### config.mk
export PLATFORM = sky130hd
export DESIGN_NAME = spio_ports
export DESIGN_NICKNAME = d
export VERILOG_FILES = /design/src/include/spio_pkg.sv /design/src/logic/spio_ports.sv /design/src/logic/spio_port_cell.sv
export VERILOG_INCLUDE_DIRS = /design/src /design/src/include
export SDC_FILE = /design/constraint.sdc
export NUM_CORES = 1
export LEC_CHECK = 0
export ABC_AREA = 1
export BUFFER_PORTS_ARGS = -buffer_cell sky130_fd_sc_hd__buf_2
export CAP_MARGIN = 20
export CELL_PAD_IN_SITES_DETAIL_PLACEMENT = 0
export CELL_PAD_IN_SITES_GLOBAL_PLACEMENT = 1
export CORE_AREA = 2 2 254 256
export CTS_CLUSTER_DIAMETER = 200
export DETAILED_ROUTE_END_ITERATION = 12
export DIE_AREA = 0 0 256 258
export PLACE_DENSITY = 0.64
export SLEW_MARGIN = 20
export SYNTH_ARGS = -nofsm -noshare
export SYNTH_HDL_FRONTEND = slang
export SYNTH_SLANG_ARGS = --single-unit
### constraint.sdc
create_clock -name mclk -period 37.2 [get_ports mclk]
set_input_delay 7.44 -clock mclk [delete_from_list [all_inputs] [get_ports mclk]]
set_output_delay 7.44 -clock mclk [all_outputs]
set_load 0.005 [all_outputs]
### src/include/spio_consts.svh
// Constants for the shared parallel I/O ports: register map, reset values, pin masks.
// Assumes it is included by the package and the port logic; it holds definitions only.
`ifndef SPIO_CONSTS_SVH
`define SPIO_CONSTS_SVH

// Port count and last port index.
`define SPIO_NPORTS 7
`define SPIO_PORT_LAST 3'h6

// Zero page: data at port*2, direction at port*2+1.
`define SPIO_ZP_DATA_OFS 1'h0
`define SPIO_ZP_DIR_OFS 1'h1
// High page (address bit 7 set): base 8'h80 + port*4 + field offset.
`define SPIO_HP_PULL_OFS 2'h0
`define SPIO_HP_SLEW_OFS 2'h1
`define SPIO_HP_DRIVE_OFS 2'h2

// Reset values; slew reset is all ones, trimmed to the bonded pins.
`define SPIO_DATA_RST 8'h00
`define SPIO_DIR_RST 8'h00
`define SPIO_PULL_RST 8'h00
`define SPIO_SLEW_RST 8'hFF
`define SPIO_DRIVE_RST 8'h00

// Bonded pins per port, A to G.
`define SPIO_BOND_A 8'h87
`define SPIO_BOND_B 8'h0F
`define SPIO_BOND_C 8'h3F
`define SPIO_BOND_D 8'h0F
`define SPIO_BOND_E 8'hFF
`define SPIO_BOND_F 8'h73
`define SPIO_BOND_G 8'h7F

// Pins that a digital peripheral may claim, per port.
`define SPIO_FUNC_A 8'h00
`define SPIO_FUNC_B 8'h0C
`define SPIO_FUNC_C 8'h2F
`define SPIO_FUNC_D 8'h0C
`define SPIO_FUNC_E 8'hFF
`define SPIO_FUNC_F 8'h33
`define SPIO_FUNC_G 8'h7F

// Pins that the analog converter may claim, per port.
`define SPIO_ANA_A 8'h00
`define SPIO_ANA_B 8'h0F
`define SPIO_ANA_C 8'h00
`define SPIO_ANA_D 8'h0F
`define SPIO_ANA_E 8'h00
`define SPIO_ANA_F 8'h00
`define SPIO_ANA_G 8'h00

`endif

### src/include/spio_pkg.sv
// Types shared by the parallel I/O port logic and its bench.
// Assumes the constants header sits beside it in the include path.
`include "spio_consts.svh"

package spio_pkg;

	// Register kind selected by an address.
	typedef enum logic [2:0] {
		SPIO_K_DATA = 3'h0,
		SPIO_K_DIR = 3'h1,
		SPIO_K_PULL = 3'h2,
		SPIO_K_SLEW = 3'h3,
		SPIO_K_DRIVE = 3'h4
	} spio_kind_t;

	// Decoded register select.
	typedef struct packed {
		logic valid;
		logic [2:0] port;
		spio_kind_t kind;
	} spio_sel_t;

	// Peripheral claims on one port, one bit per pin.
	typedef struct packed {
		logic [7:0] func_en;
		logic [7:0] func_dir;
		logic [7:0] func_out;
		logic [7:0] analog_en;
	} spio_periph_t;

	// Pad controls of one port, one bit per pin.
	typedef struct packed {
		logic [7:0] out;
		logic [7:0] oe_n;
		logic [7:0] pull;
		logic [7:0] slew;
		logic [7:0] drive;
	} spio_pad_t;

endpackage

### src/logic/spio_ports.sv
// Shared parallel I/O block: seven ports, their registers and pin override paths.
// Assumes a single-cycle register port on mclk and pads outside that resolve oe_n.
//
// Summary of operation
// - Thirty-eight bonded general pins in seven ports A through G.
// - Pins not claimed by a peripheral are under general I/O control.
// - Reset leaves every pin under general I/O, peripherals not in control.
// - Reset clears every direction bit so all pins start as inputs.
// - Reset sets slew limit, clears drive strength and pullup enable.
// - Data and direction decode in zero page; pin controls in high page.
// - Port B pin used as analog input loses its general I/O function.
// - Timer three owns direction of its port B pins when enabled.
// - Serial two, IIC or clock out owns direction of its port C pins.
// - A peripheral driving a pin supplies the driven value, not the port.
// - Analog converter or keyboard unit owns direction of port D pins.
// - Analog converter wins over a digital peripheral on a shared pin.
// - Serial one, SPI or timer one owns direction of port E pins.
// - Timer one or two owns direction of its port F pins.
// - Data read gives pin level where the direction bit is clear, latch where set, on non-analog pins.
// - Data read gives zero for any pin under analog control.
// - Pullup is off on outputs and analog pins whatever its enable.
`timescale 1ns/1ns
`include "spio_consts.svh"

module spio_ports
	import spio_pkg::*;
(
	// Clock and reset.
	input wire logic mclk,
	input wire logic reset,
	// Register port.
	input wire logic [7:0] reg_addr,
	input wire logic [7:0] reg_wdata,
	input wire logic reg_wr,
	input wire logic reg_rd,
	output logic [7:0] reg_rdata,
	// Peripheral claims, ports A to G at index 0 to 6.
	input wire spio_periph_t [6:0] periph,
	// Pins.
	input wire logic [6:0][7:0] pin_in,
	output spio_pad_t [6:0] pad,
	// Synchronised pin levels for the peripherals.
	output logic [6:0][7:0] pin_sync
);

	////////////////////////////////////////////////////////////////////////////////
	// Fixed pin masks.
	localparam logic [6:0][7:0] BOND = {`SPIO_BOND_G, `SPIO_BOND_F, `SPIO_BOND_E,
		`SPIO_BOND_D, `SPIO_BOND_C, `SPIO_BOND_B, `SPIO_BOND_A};
	localparam logic [6:0][7:0] FUNC = {`SPIO_FUNC_G, `SPIO_FUNC_F, `SPIO_FUNC_E,
		`SPIO_FUNC_D, `SPIO_FUNC_C, `SPIO_FUNC_B, `SPIO_FUNC_A};
	localparam logic [6:0][7:0] ANA = {`SPIO_ANA_G, `SPIO_ANA_F, `SPIO_ANA_E,
		`SPIO_ANA_D, `SPIO_ANA_C, `SPIO_ANA_B, `SPIO_ANA_A};

	logic [6:0][7:0] data_reg;
	logic [6:0][7:0] dir_reg;
	logic [6:0][7:0] pull_reg;
	logic [6:0][7:0] slew_reg;
	logic [6:0][7:0] drive_reg;
	logic [6:0][7:0] read_val;
	logic [7:0] rdata_next;
	spio_sel_t wsel;
	spio_sel_t rsel;
	logic [7:0] wdata_bonded;
	spio_periph_t [6:0] claim;

	////////////////////////////////////////////////////////////////////////////////
	// Address decode, used for both strobes. Unmapped addresses come back invalid.
	function automatic spio_sel_t decode(input logic [7:0] addr);
		spio_sel_t s;
		s.valid = 1'b0;
		s.port = 3'h0;
		s.kind = SPIO_K_DATA;
		if (!addr[7]) begin
			// Zero page: two registers per port.
			s.port = addr[3:1];
			s.kind = (addr[0] == `SPIO_ZP_DIR_OFS) ? SPIO_K_DIR : SPIO_K_DATA;
			s.valid = (addr[6:4] == 3'h0) && (addr[3:1] <= `SPIO_PORT_LAST);
		end else begin
			// High page: three pin control registers per port.
			s.port = addr[4:2];
			case (addr[1:0])
				`SPIO_HP_PULL_OFS: s.kind = SPIO_K_PULL;
				`SPIO_HP_SLEW_OFS: s.kind = SPIO_K_SLEW;
				`SPIO_HP_DRIVE_OFS: s.kind = SPIO_K_DRIVE;
				default: s.kind = SPIO_K_DATA;
			endcase
			s.valid = (addr[6:5] == 2'h0) && (addr[4:2] <= `SPIO_PORT_LAST) &&
				(addr[1:0] != 2'h3);
		end
		return s;
	endfunction

	// Write hit on one register kind; shared by every register bank below.
	function automatic logic wr_hit(input spio_sel_t s, input logic wr, input spio_kind_t k);
		return wr && s.valid && (s.kind == k);
	endfunction

	assign wsel = decode(reg_addr);
	assign rsel = wsel;

	// Write data trimmed to the bonded pins, so reserved bits never hold a one.
	assign wdata_bonded = reg_wdata & BOND[wsel.port];

	// Claims are ignored while reset is high, so a peripheral that comes out of
	// reset late cannot take a pin before the port logic is in a known state.
	assign claim = reset ? '0 : periph;

	////////////////////////////////////////////////////////////////////////////////
	// Port data latches. Writes land even on inputs so the value is ready
	// before software turns the pin around to an output.
	always_ff @(posedge mclk or posedge reset) begin
		if (reset) begin
			data_reg <= {7{`SPIO_DATA_RST}};
		end else if (wr_hit(wsel, reg_wr, SPIO_K_DATA)) begin
			data_reg[wsel.port] <= wdata_bonded;
		end
	end

	// Direction bits; all inputs after reset.
	always_ff @(posedge mclk or posedge reset) begin
		if (reset) begin
			dir_reg <= {7{`SPIO_DIR_RST}};
		end else if (wr_hit(wsel, reg_wr, SPIO_K_DIR)) begin
			dir_reg[wsel.port] <= wdata_bonded;
		end
	end

	// Pullup enables; off after reset.
	always_ff @(posedge mclk or posedge reset) begin
		if (reset) begin
			pull_reg <= {7{`SPIO_PULL_RST}};
		end else if (wr_hit(wsel, reg_wr, SPIO_K_PULL)) begin
			pull_reg[wsel.port] <= wdata_bonded;
		end
	end

	// Slew limit; on for every bonded pin after reset.
	always_ff @(posedge mclk or posedge reset) begin
		if (reset) begin
			slew_reg <= BOND & {7{`SPIO_SLEW_RST}};
		end else if (wr_hit(wsel, reg_wr, SPIO_K_SLEW)) begin
			slew_reg[wsel.port] <= wdata_bonded;
		end
	end

	// Drive strength; low drive after reset.
	always_ff @(posedge mclk or posedge reset) begin
		if (reset) begin
			drive_reg <= {7{`SPIO_DRIVE_RST}};
		end else if (wr_hit(wsel, reg_wr, SPIO_K_DRIVE)) begin
			drive_reg[wsel.port] <= wdata_bonded;
		end
	end

	////////////////////////////////////////////////////////////////////////////////
	// Read mux; unmapped addresses and reserved bits give zero.
	always_comb begin
		rdata_next = 8'h00;
		if (rsel.valid) begin
			case (rsel.kind)
				SPIO_K_DATA: rdata_next = read_val[rsel.port];
				SPIO_K_DIR: rdata_next = dir_reg[rsel.port];
				SPIO_K_PULL: rdata_next = pull_reg[rsel.port];
				SPIO_K_SLEW: rdata_next = slew_reg[rsel.port];
				SPIO_K_DRIVE: rdata_next = drive_reg[rsel.port];
				default: rdata_next = 8'h00;
			endcase
		end
	end

	// Read data stands for exactly the cycle after the strobe, zero otherwise.
	always_ff @(posedge mclk or posedge reset) begin
		if (reset) begin
			reg_rdata <= 8'h00;
		end else if (reg_rd) begin
			reg_rdata <= rdata_next;
		end else begin
			reg_rdata <= 8'h00;
		end
	end

	////////////////////////////////////////////////////////////////////////////////
	// One cell per port. Claims are held off while reset is high, so every pin
	// starts as a general input; the cell masks claims by pin.
	genvar p;
	generate
		for (p = 0; p < `SPIO_NPORTS; p++) begin : g_port
			spio_port_cell u_cell (
				.mclk(mclk),
				.reset(reset),
				.bond_mask(BOND[p]),
				.func_mask(FUNC[p]),
				.ana_mask(ANA[p]),
				.data_val(data_reg[p]),
				.dir_val(dir_reg[p]),
				.pull_val(pull_reg[p]),
				.slew_val(slew_reg[p]),
				.drive_val(drive_reg[p]),
				.periph(claim[p]),
				.pin_in(pin_in[p]),
				.pad(pad[p]),
				.read_val(read_val[p]),
				.pin_sync(pin_sync[p])
			);
		end
	endgenerate

endmodule

### src/logic/spio_port_cell.sv
// One eight-pin port: pin input synchroniser, peripheral override and pad control.
// Assumes its register values come from the port bank on the same clock.
`timescale 1ns/1ns

module spio_port_cell
	import spio_pkg::*;
(
	// Clock and reset.
	input wire logic mclk,
	input wire logic reset,
	// Fixed pin masks of this port.
	input wire logic [7:0] bond_mask,
	input wire logic [7:0] func_mask,
	input wire logic [7:0] ana_mask,
	// Register values.
	input wire logic [7:0] data_val,
	input wire logic [7:0] dir_val,
	input wire logic [7:0] pull_val,
	input wire logic [7:0] slew_val,
	input wire logic [7:0] drive_val,
	// Peripheral claims and pin levels.
	input wire spio_periph_t periph,
	input wire logic [7:0] pin_in,
	// Pad controls, read value and synchronised pin levels.
	output spio_pad_t pad,
	output logic [7:0] read_val,
	output logic [7:0] pin_sync
);

	////////////////////////////////////////////////////////////////////////////////
	logic [7:0] meta_reg;
	logic [7:0] sync_reg;
	logic [7:0] ana;
	logic [7:0] fn;
	logic [7:0] is_out;

	// Two flops before any logic sees a pin; only sync_reg reads meta_reg.
	always_ff @(posedge mclk or posedge reset) begin
		if (reset) begin
			meta_reg <= 8'h00;
			sync_reg <= 8'h00;
		end else begin
			meta_reg <= pin_in;
			sync_reg <= meta_reg;
		end
	end

	////////////////////////////////////////////////////////////////////////////////
	// Analog claims beat digital claims, so a digital enable is masked by analog.
	assign ana = periph.analog_en & ana_mask & bond_mask;
	assign fn = periph.func_en & func_mask & bond_mask & ~ana;

	// A claimed pin takes its direction from the peripheral, else from the port.
	assign is_out = ((fn & periph.func_dir) | (~fn & dir_val)) & ~ana & bond_mask;

	// Drive value and enables; unbonded bits never drive.
	always_comb begin
		pad.out = ((fn & periph.func_out) | (~fn & data_val)) & bond_mask;
		pad.oe_n = ~is_out;
		pad.pull = pull_val & ~is_out & ~ana & bond_mask;
		pad.slew = slew_val & bond_mask;
		pad.drive = drive_val & bond_mask;
	end

	// Readback follows the direction bit even while a digital peripheral owns the pin.
	assign read_val = ((dir_val & data_val) | (~dir_val & sync_reg)) & ~ana & bond_mask;
	assign pin_sync = sync_reg;

endmodule

== Yosys cells after proc, flatten, opt, wreduce, memory -nomap -nowiden ==
Memories as Yosys holds them, arrays and structs flattened.
Index checks and enable logic that the tools add are counted.
Word-level totals
  register bits after elaboration: 400
  memory bits (read-only): 64
  bits of input ports: 300
  memories: 1
Memory list
  (no name shown): words 8, bits a word 8, read ports 1, clocked after Yosys merged registers in 0, wr ports 0, line spio_ports.sv:103  | assign wdata_bonded = reg_wdata & BOND[wsel.port];
Cells by class
  $lt $le $gt $ge: 4
  equal/unequal tests: 7
  muxes and demuxes: 25
  bitwise operators: 95
  reduce and logical (&&, ||, !) cells: 14
Operator list (number)
  bitwise mux 56 bit: 5
  2-to-1 mux 223 bit: 1
  binary-select mux 8 bit (select 3 bit): 5
  AND 4 bit: 22
  AND 8 bit: 11
  AND 7 bit: 12
  2-to-1 mux 8 bit: 9
  AND 6 bit: 7
  bitwise OR 7 bit: 6
  inverter 8 bit: 5
  case mux 8 bit (5 select lines): 1
  bitwise OR 8 bit: 4
  demux 8 bit (select 3 bit): 1
  inverter 4 bit: 6
  bitwise OR 4 bit: 6
  inverter 7 bit: 3
  bitwise OR 6 bit: 3
  inverter 4 -> 8 bit: 2
  inverter 7 -> 8 bit: 2
  AND 6 x 7 -> 7 bit: 2
  inverter 6 bit: 2
  logical AND 1 bit: 10
  case mux 3 bit (3 select lines): 1
  inverter 6 -> 8 bit: 1
  14 further kinds: 18

== Longest topological paths before layout ==
Gate-level depths: netlist of the first run.
  word-level depth: 10
  mapped depth: 15
  gate-level depth less buffers: 13

== Cells and area by module ==
A second synthesis of the first run with hierarchy kept.
Unflattened totals
  cell total of the unflattened synthesis: 3760
  area total of the unflattened synthesis: 24956.4 um2
By module, submodules not included
  spio_ports: instances 1, cells each 2213, area each 15462.3 um2, seq. area each 7254.5 um2
  spio_port_cell: instances 7, cells each 221, area each 1356.3 um2, seq. area each 400.4 um2

== Worst setup path after synthesis of the first run ==
Ideal clock, no wire load.
  path kind: input to output
  from: input reset
  to: output pad[66] (netlist name)
  arrival: 20.873 ns
  slack: 8.887 ns
  cell stages on the path: 5
  path buffers: 1
  cell sequence: clkinv_1 clkbuf_1 nand3_1 a21oi_1 o21ai_0
RTL lines
  start, declared: line spio_ports.sv:30  | input wire logic reset,
  end, declared: line spio_ports.sv:41  | output spio_pad_t [6:0] pad,

==> results of run 1 <==
metal layers:
metal	GRT usage	up-vias	wire length [µm]
met5	0	-	13
met4	0.0534	2	1580
met3	0.0412	85	3920
met2	0.338	503	32400
met1	0.255	7458	28900
li1	-	7478	-
power groups by stage:
stage,clock (µW),sequential (µW),combinational [µW]
global route,487,458,163
detailed placement,0,463,148
floorplan,0,459,90.0
finish,459,456,146
CTS,471,456,149
global placement,0,462,147
cell type report:
type / count / area share
Multi-Input combinational cell: 1476 / 0.293
Clock inverter: 12 / 0.00723
Tap cell: 855 / 0.0487
Inverter: 284 / 0.0490
Clock buffer: 70 / 0.0620
Sequential cell: 382 / 0.437
Timing Repair Buffer: 439 / 0.103
kinds of logic after synthesis:
group / share of synthesized area
AND/OR/NAND/NOR: 0.250
AO/OA/AOI/OAI: 0.0742
buffers and inverters: 0.146
flip-flops: 0.523
other: 0.000409
multiplexers: 0.00667
how the worst max path moves through the flow:
stage	from	endpoint	slack, ns	depth (start not counted)
floorplan	reset	pad[66]	8.89	5
global placement	reset	pad[96]	19.72	8
detailed placement	reset	pad[96]	19.67	8
CTS	reset	pad[96]	19.65	8
global route	reset	pad[217]	19.46	8
finish	reset	pad[217]	19.84	8
Yosys cell counts, drive strengths merged, types with 4 or more instances:
library cell,n
nand3,92
dfstp,38
a21oi,33
o21a,6
o211ai,16
dfrtp,344
mux2,10
nand2,790
inv,282
buf,219
and2,4
o21ai,202
nand4,26
clkbuf,21
nor2,194
nor3,4
metrics by stage:
step	hold WS, ns	util	cell area (µm²)	cells
floorplan	0.331	-	18700	2382
global placement	0.331	0.321	20400	3435
detailed placement	0.335	0.321	20400	3435
CTS	0.347	0.345	22000	3517
global route	0.349	0.345	22000	3518
finish	0.346	0.345	22000	3518
==> out/results.tsv, run 1 <==
metric	value	unit
status	finished clean	
die_y	258	µm
clock_tree.root_cell	clkbuf_16	
die_w	256	µm
vias_per_cell	4.41	
finalWorstSetupSlack	19.84	ns
clockPowerShare	0.433	
initial_utilization	0.289	
cp_max_fo	81	
async_flop_share	1.00	
critPathSlowestCell	buf_4	
r2r-end	reg_rdata[0]$_DFF_PP0_	
layout_commonest_cell	nand2_1	
syn_area	0.0184	mm²
tightest_slew	1.13	ns
first_pass_iters	5	
h-tree-depth	2	
dominantRegCellSynth	dfrtp_1	
io_buffer_count	421	
tns	0	ns
worst-path-buf-inv	5	
grt_overflow_total	0	
std_cell_rows	93	
finalCritPeriodShare	0.467	
drt_wl_total	66.8	mm
slew_violations	0	
finalPower	1060	µW
coreArea	0.0636	mm²
synth_seq_cells	382	
synth_area_leaders	dfrtp_1 (47%), nand2_1 (16%), buf_4 (7.2%)	
start_kind	input pin	
required	29.76	ns
syn-instance-count	2294	
worstRegToRegCells	8	
postCtsSetupRepairBufs	0	
drt_iter0_drc	1027	
maxCapViolCount	0	
cts_buffers	46	
worstPathCellList	buf_2, inv_8, buf_4, nand2_1, o21ai_0, inv_1, nor2_1, buf_2	
vias	15526	
seqCellArea	0.00961	mm²
setup_viol	0	
yosysUniqueCellTypes	36	
grt_max_degree	143	
syn2layout_area_growth	19.6	%
ir_drop	0.0000367	V
arrival	9.92	ns
grt_util_all_layers	0.198	
layout_common_cells	nand2_1 (786), buf_2 (421), dfrtp_1 (344)	
synth_enable_flop_cells	0	
multi_input_area	0.00644	mm²
drtAntennaViolNets	0	
insertion_delay	0.60	ns
io-pin-count	644	
syn_area_per_cell	8.01	µm²
dp_hpwl	49.9	mm
timing.fmax	0.0576	GHz
cts_tree	yes	
clkTransAtPathRegs	0.06	ns
gp_congestion	0.922	
rr_startpoint	dir_reg[48]$_DFFE_PP0P_	
leakage	0.0117	µW
hold_end	g_port[2].u_cell.pin_sync[2]$_DFF_PP0_	
worstHoldStart	g_port[2].u_cell.meta_reg[2]$_DFF_PP0_	
power_frac_seq	0.430	
final_nets	2929	
cts-resized-gates	0	
maxSlewHeadroom	0.245	
reg2reg_slack	35.36	ns
wl_per_cell	19.0	µm
numClockSinks	382	
antenna_found_initial	1	
clock_skew	0.0288	ns
drive_above_1_share	0.235	
p_switching	299	µW
synth_seq_area_share	0.523	
grt_pass1_vias	15354	
clockBufferDepth	3	
p_comb_frac	0.137	
min_path_type	flop to flop	
rsz0062_at_grt	no	
yosysTopAreaCellShare	0.469	
cp_common_cell	buf_2	
switching_share	0.282	
min_path_cells	0	
slowest_delay	0.71	ns
pre_cts_ws	19.67	ns
antenna_cells	0	
p_int	761	µW
power_density	48.2	mW/mm²
synth_largest_area_cell	dfrtp_1	
fillers	6853	
drcViolationCount	0	
endpoint_kind	primary output	
fin_crit	17.36	ns
hold_violations	0	
synth_warnings	0	
cts_hold_buf	0	
die_area	0.0660	mm²
crit_family	buffers and inverters	
grt_pass1_wl	98.1	mm
worstSetupPathType	input pin to primary output	
(Power assumes the default switching activity.)
==> inputs of run 2 (changes only) <==
Settings changed: PLACE_DENSITY 0.64 to 0.67.
Clock period 37.2 ns to 14.7 ns, I/O delays scaled along.
==> run 2 against run 1 <==
Net effect: utilization is essentially flat; first-iteration DRC count up 3.1%; die area unchanged; clock skew shrank 0.0096 ns; global-route usage shrank 0.11 points; critical endpoint is now pad[98]; largest cell class unchanged.
==> out/results.tsv, run 2 (same netlist as run 1, synthesis figures left out) <==
metric	value	unit	change
cts_hold_buf	0		unchanged
grt_overflow_total	0		unchanged
dp_hpwl	49.3	mm	-1.2%
tightest_slew	1.12	ns	-0.0138 ns
slew_violations	0		unchanged
die_w	256	µm	unchanged
drcViolationCount	0		unchanged
tns	0	ns	unchanged
grt_util_all_layers	0.197		-0.00111
drive_above_1_share	0.236		about the same
arrival	5.62	ns	-4.30 ns
numClockSinks	382		unchanged
initial_utilization	0.289		unchanged
maxSlewHeadroom	0.255		+0.00919
required	11.76	ns	-18.00 ns
std_cell_rows	93		unchanged
clkTransAtPathRegs	0.06	ns	about the same
ir_drop	0.0000842	V	+130%
die_y	258	µm	unchanged
power_density	122	mW/mm²	+150%
finalCritPeriodShare	0.582		
syn2layout_area_growth	19.6	%	about the same
drt_wl_total	66.5	mm	-0.48%
cp_max_fo	145		+79%
worstSetupPathType	input pin to primary output		
cts_buffers	45		-2.2%
endpoint_kind	primary output		
postCtsSetupRepairBufs	0		unchanged
grt_max_degree	155		+8.4%
wl_per_cell	18.9	µm	-0.48%
io_buffer_count	421		unchanged
final_nets	2926		-0.10%
status	finished clean		
timing.fmax	0.117	GHz	
io-pin-count	644		unchanged
leakage	0.0117	µW	about the same
die_area	0.0660	mm²	unchanged
clock_skew	0.0192	ns	-0.00956 ns
hold_ws	0.345	ns	-0.000576 ns
cts_tree	yes		
first_pass_iters	5		unchanged
grt_pass1_vias	15252		-0.66%
drtAntennaViolNets	0		unchanged
cts-resized-gates	0		unchanged
start_kind	input pin		
insertion_delay	0.59	ns	about the same
fillers	6824		-0.42%
layout_commonest_cell	nand2_1		
fin_crit	8.56	ns	
clockBufferDepth	3		unchanged
grt_pass1_wl	97.5	mm	-0.62%
coreArea	0.0636	mm²	unchanged
drt_iter0_drc	1059		+3.1%
hold_violations	0		unchanged
finalPower	2680	µW	+150%
gp_congestion	0.874		-5.2%
rsz0062_at_grt	no		
h-tree-depth	2		unchanged
setup_viol	0		unchanged
vias_per_cell	4.42		about the same
layout_common_cells	nand2_1 (786), buf_2 (421), dfrtp_1 (344)		
antenna_found_initial	1		unchanged
maxCapViolCount	0		unchanged
vias	15533		+0.045%
clock_tree.root_cell	clkbuf_16		
min_path_type	flop to flop		
==> run 2: cell types whose count changed in the layout (fill, tap and decap cells not counted), sizes merged <==
cell      previous run  this run
buf                439       437
bufinv               3         4
clkbuf              70        62
clkinv               6        16
clkinvlp             2         0
diode                0         1
==> run 2: per-layer routing <==
layer / track usage / share of wire
met2: 0.333 / 0.48
met1: 0.260 / 0.44
met3: 0.0312 / 0.051
met5: 0 / 0
met4: 0.0583 / 0.025
==> run 2: area by class of cell <==
cell class | count | area [µm²] | share of cell area
flip-flops and latches | 382 | 9610 | 0.437
multi-input cells | 1476 | 6440 | 0.293
repair buffers | 437 | 2250 | 0.103
clock buffers | 62 | 1280 | 0.0583
inverters | 284 | 1080 | 0.0490
well taps | 855 | 1070 | 0.0487
clock inverters | 21 | 238 | 0.0108
diodes | 1 | 2.50 | 0.000114
==> run 2: worst paths after layout <==
kind / start / end / slack (ns) / cells past startpoint
hold reg to reg: g_port[2].u_cell.meta_reg[2]$_DFF_PP0_ / g_port[2].u_cell.pin_sync[2]$_DFF_PP0_ / 0.35 / 0
setup reg to reg: dir_reg[48]$_DFFE_PP0P_ / reg_rdata[0]$_DFF_PP0_ / 12.85 / 8
hold / removal: g_port[2].u_cell.meta_reg[2]$_DFF_PP0_ / g_port[2].u_cell.pin_sync[2]$_DFF_PP0_ / 0.35 / 0
min in group asynchronous: reset / dir_reg[11]$_DFFE_PP0P_ / 2.62 / 2
max in group asynchronous: reset / drive_reg[36]$_DFFE_PP0P_ / 10.67 / 3
setup / recovery: reset / pad[98] / 6.14 / 8
==> run 2: report_power, final <==
group	internal (µW)	switching, µW	total [µW]
clock	684	478	1160
sequential	1120	36.7	1150
combinational	118	251	369
total	1920	766	2680
==> run 2: critical path: stages <==
cell	delay, ns
buf_2	0.19
inv_8	0.60
buf_12	0.67
nand2_1	0.23
o21ai_0	0.54
inv_1	0.10
nor2_1	0.10
buf_2	0.12
==> run 2: through the flow <==
stage	util	setup slack (ns)	area, µm²	std cells
2_1_floorplan	-	2.22	18700	2382
3_3_place_gp	0.321	6.14	20400	3433
3_5_place_dp	0.321	6.06	20400	3433
4_1_cts	0.345	6.05	22000	3516
5_1_grt	0.345	5.78	22000	3517
6_report	0.345	6.14	22000	3518
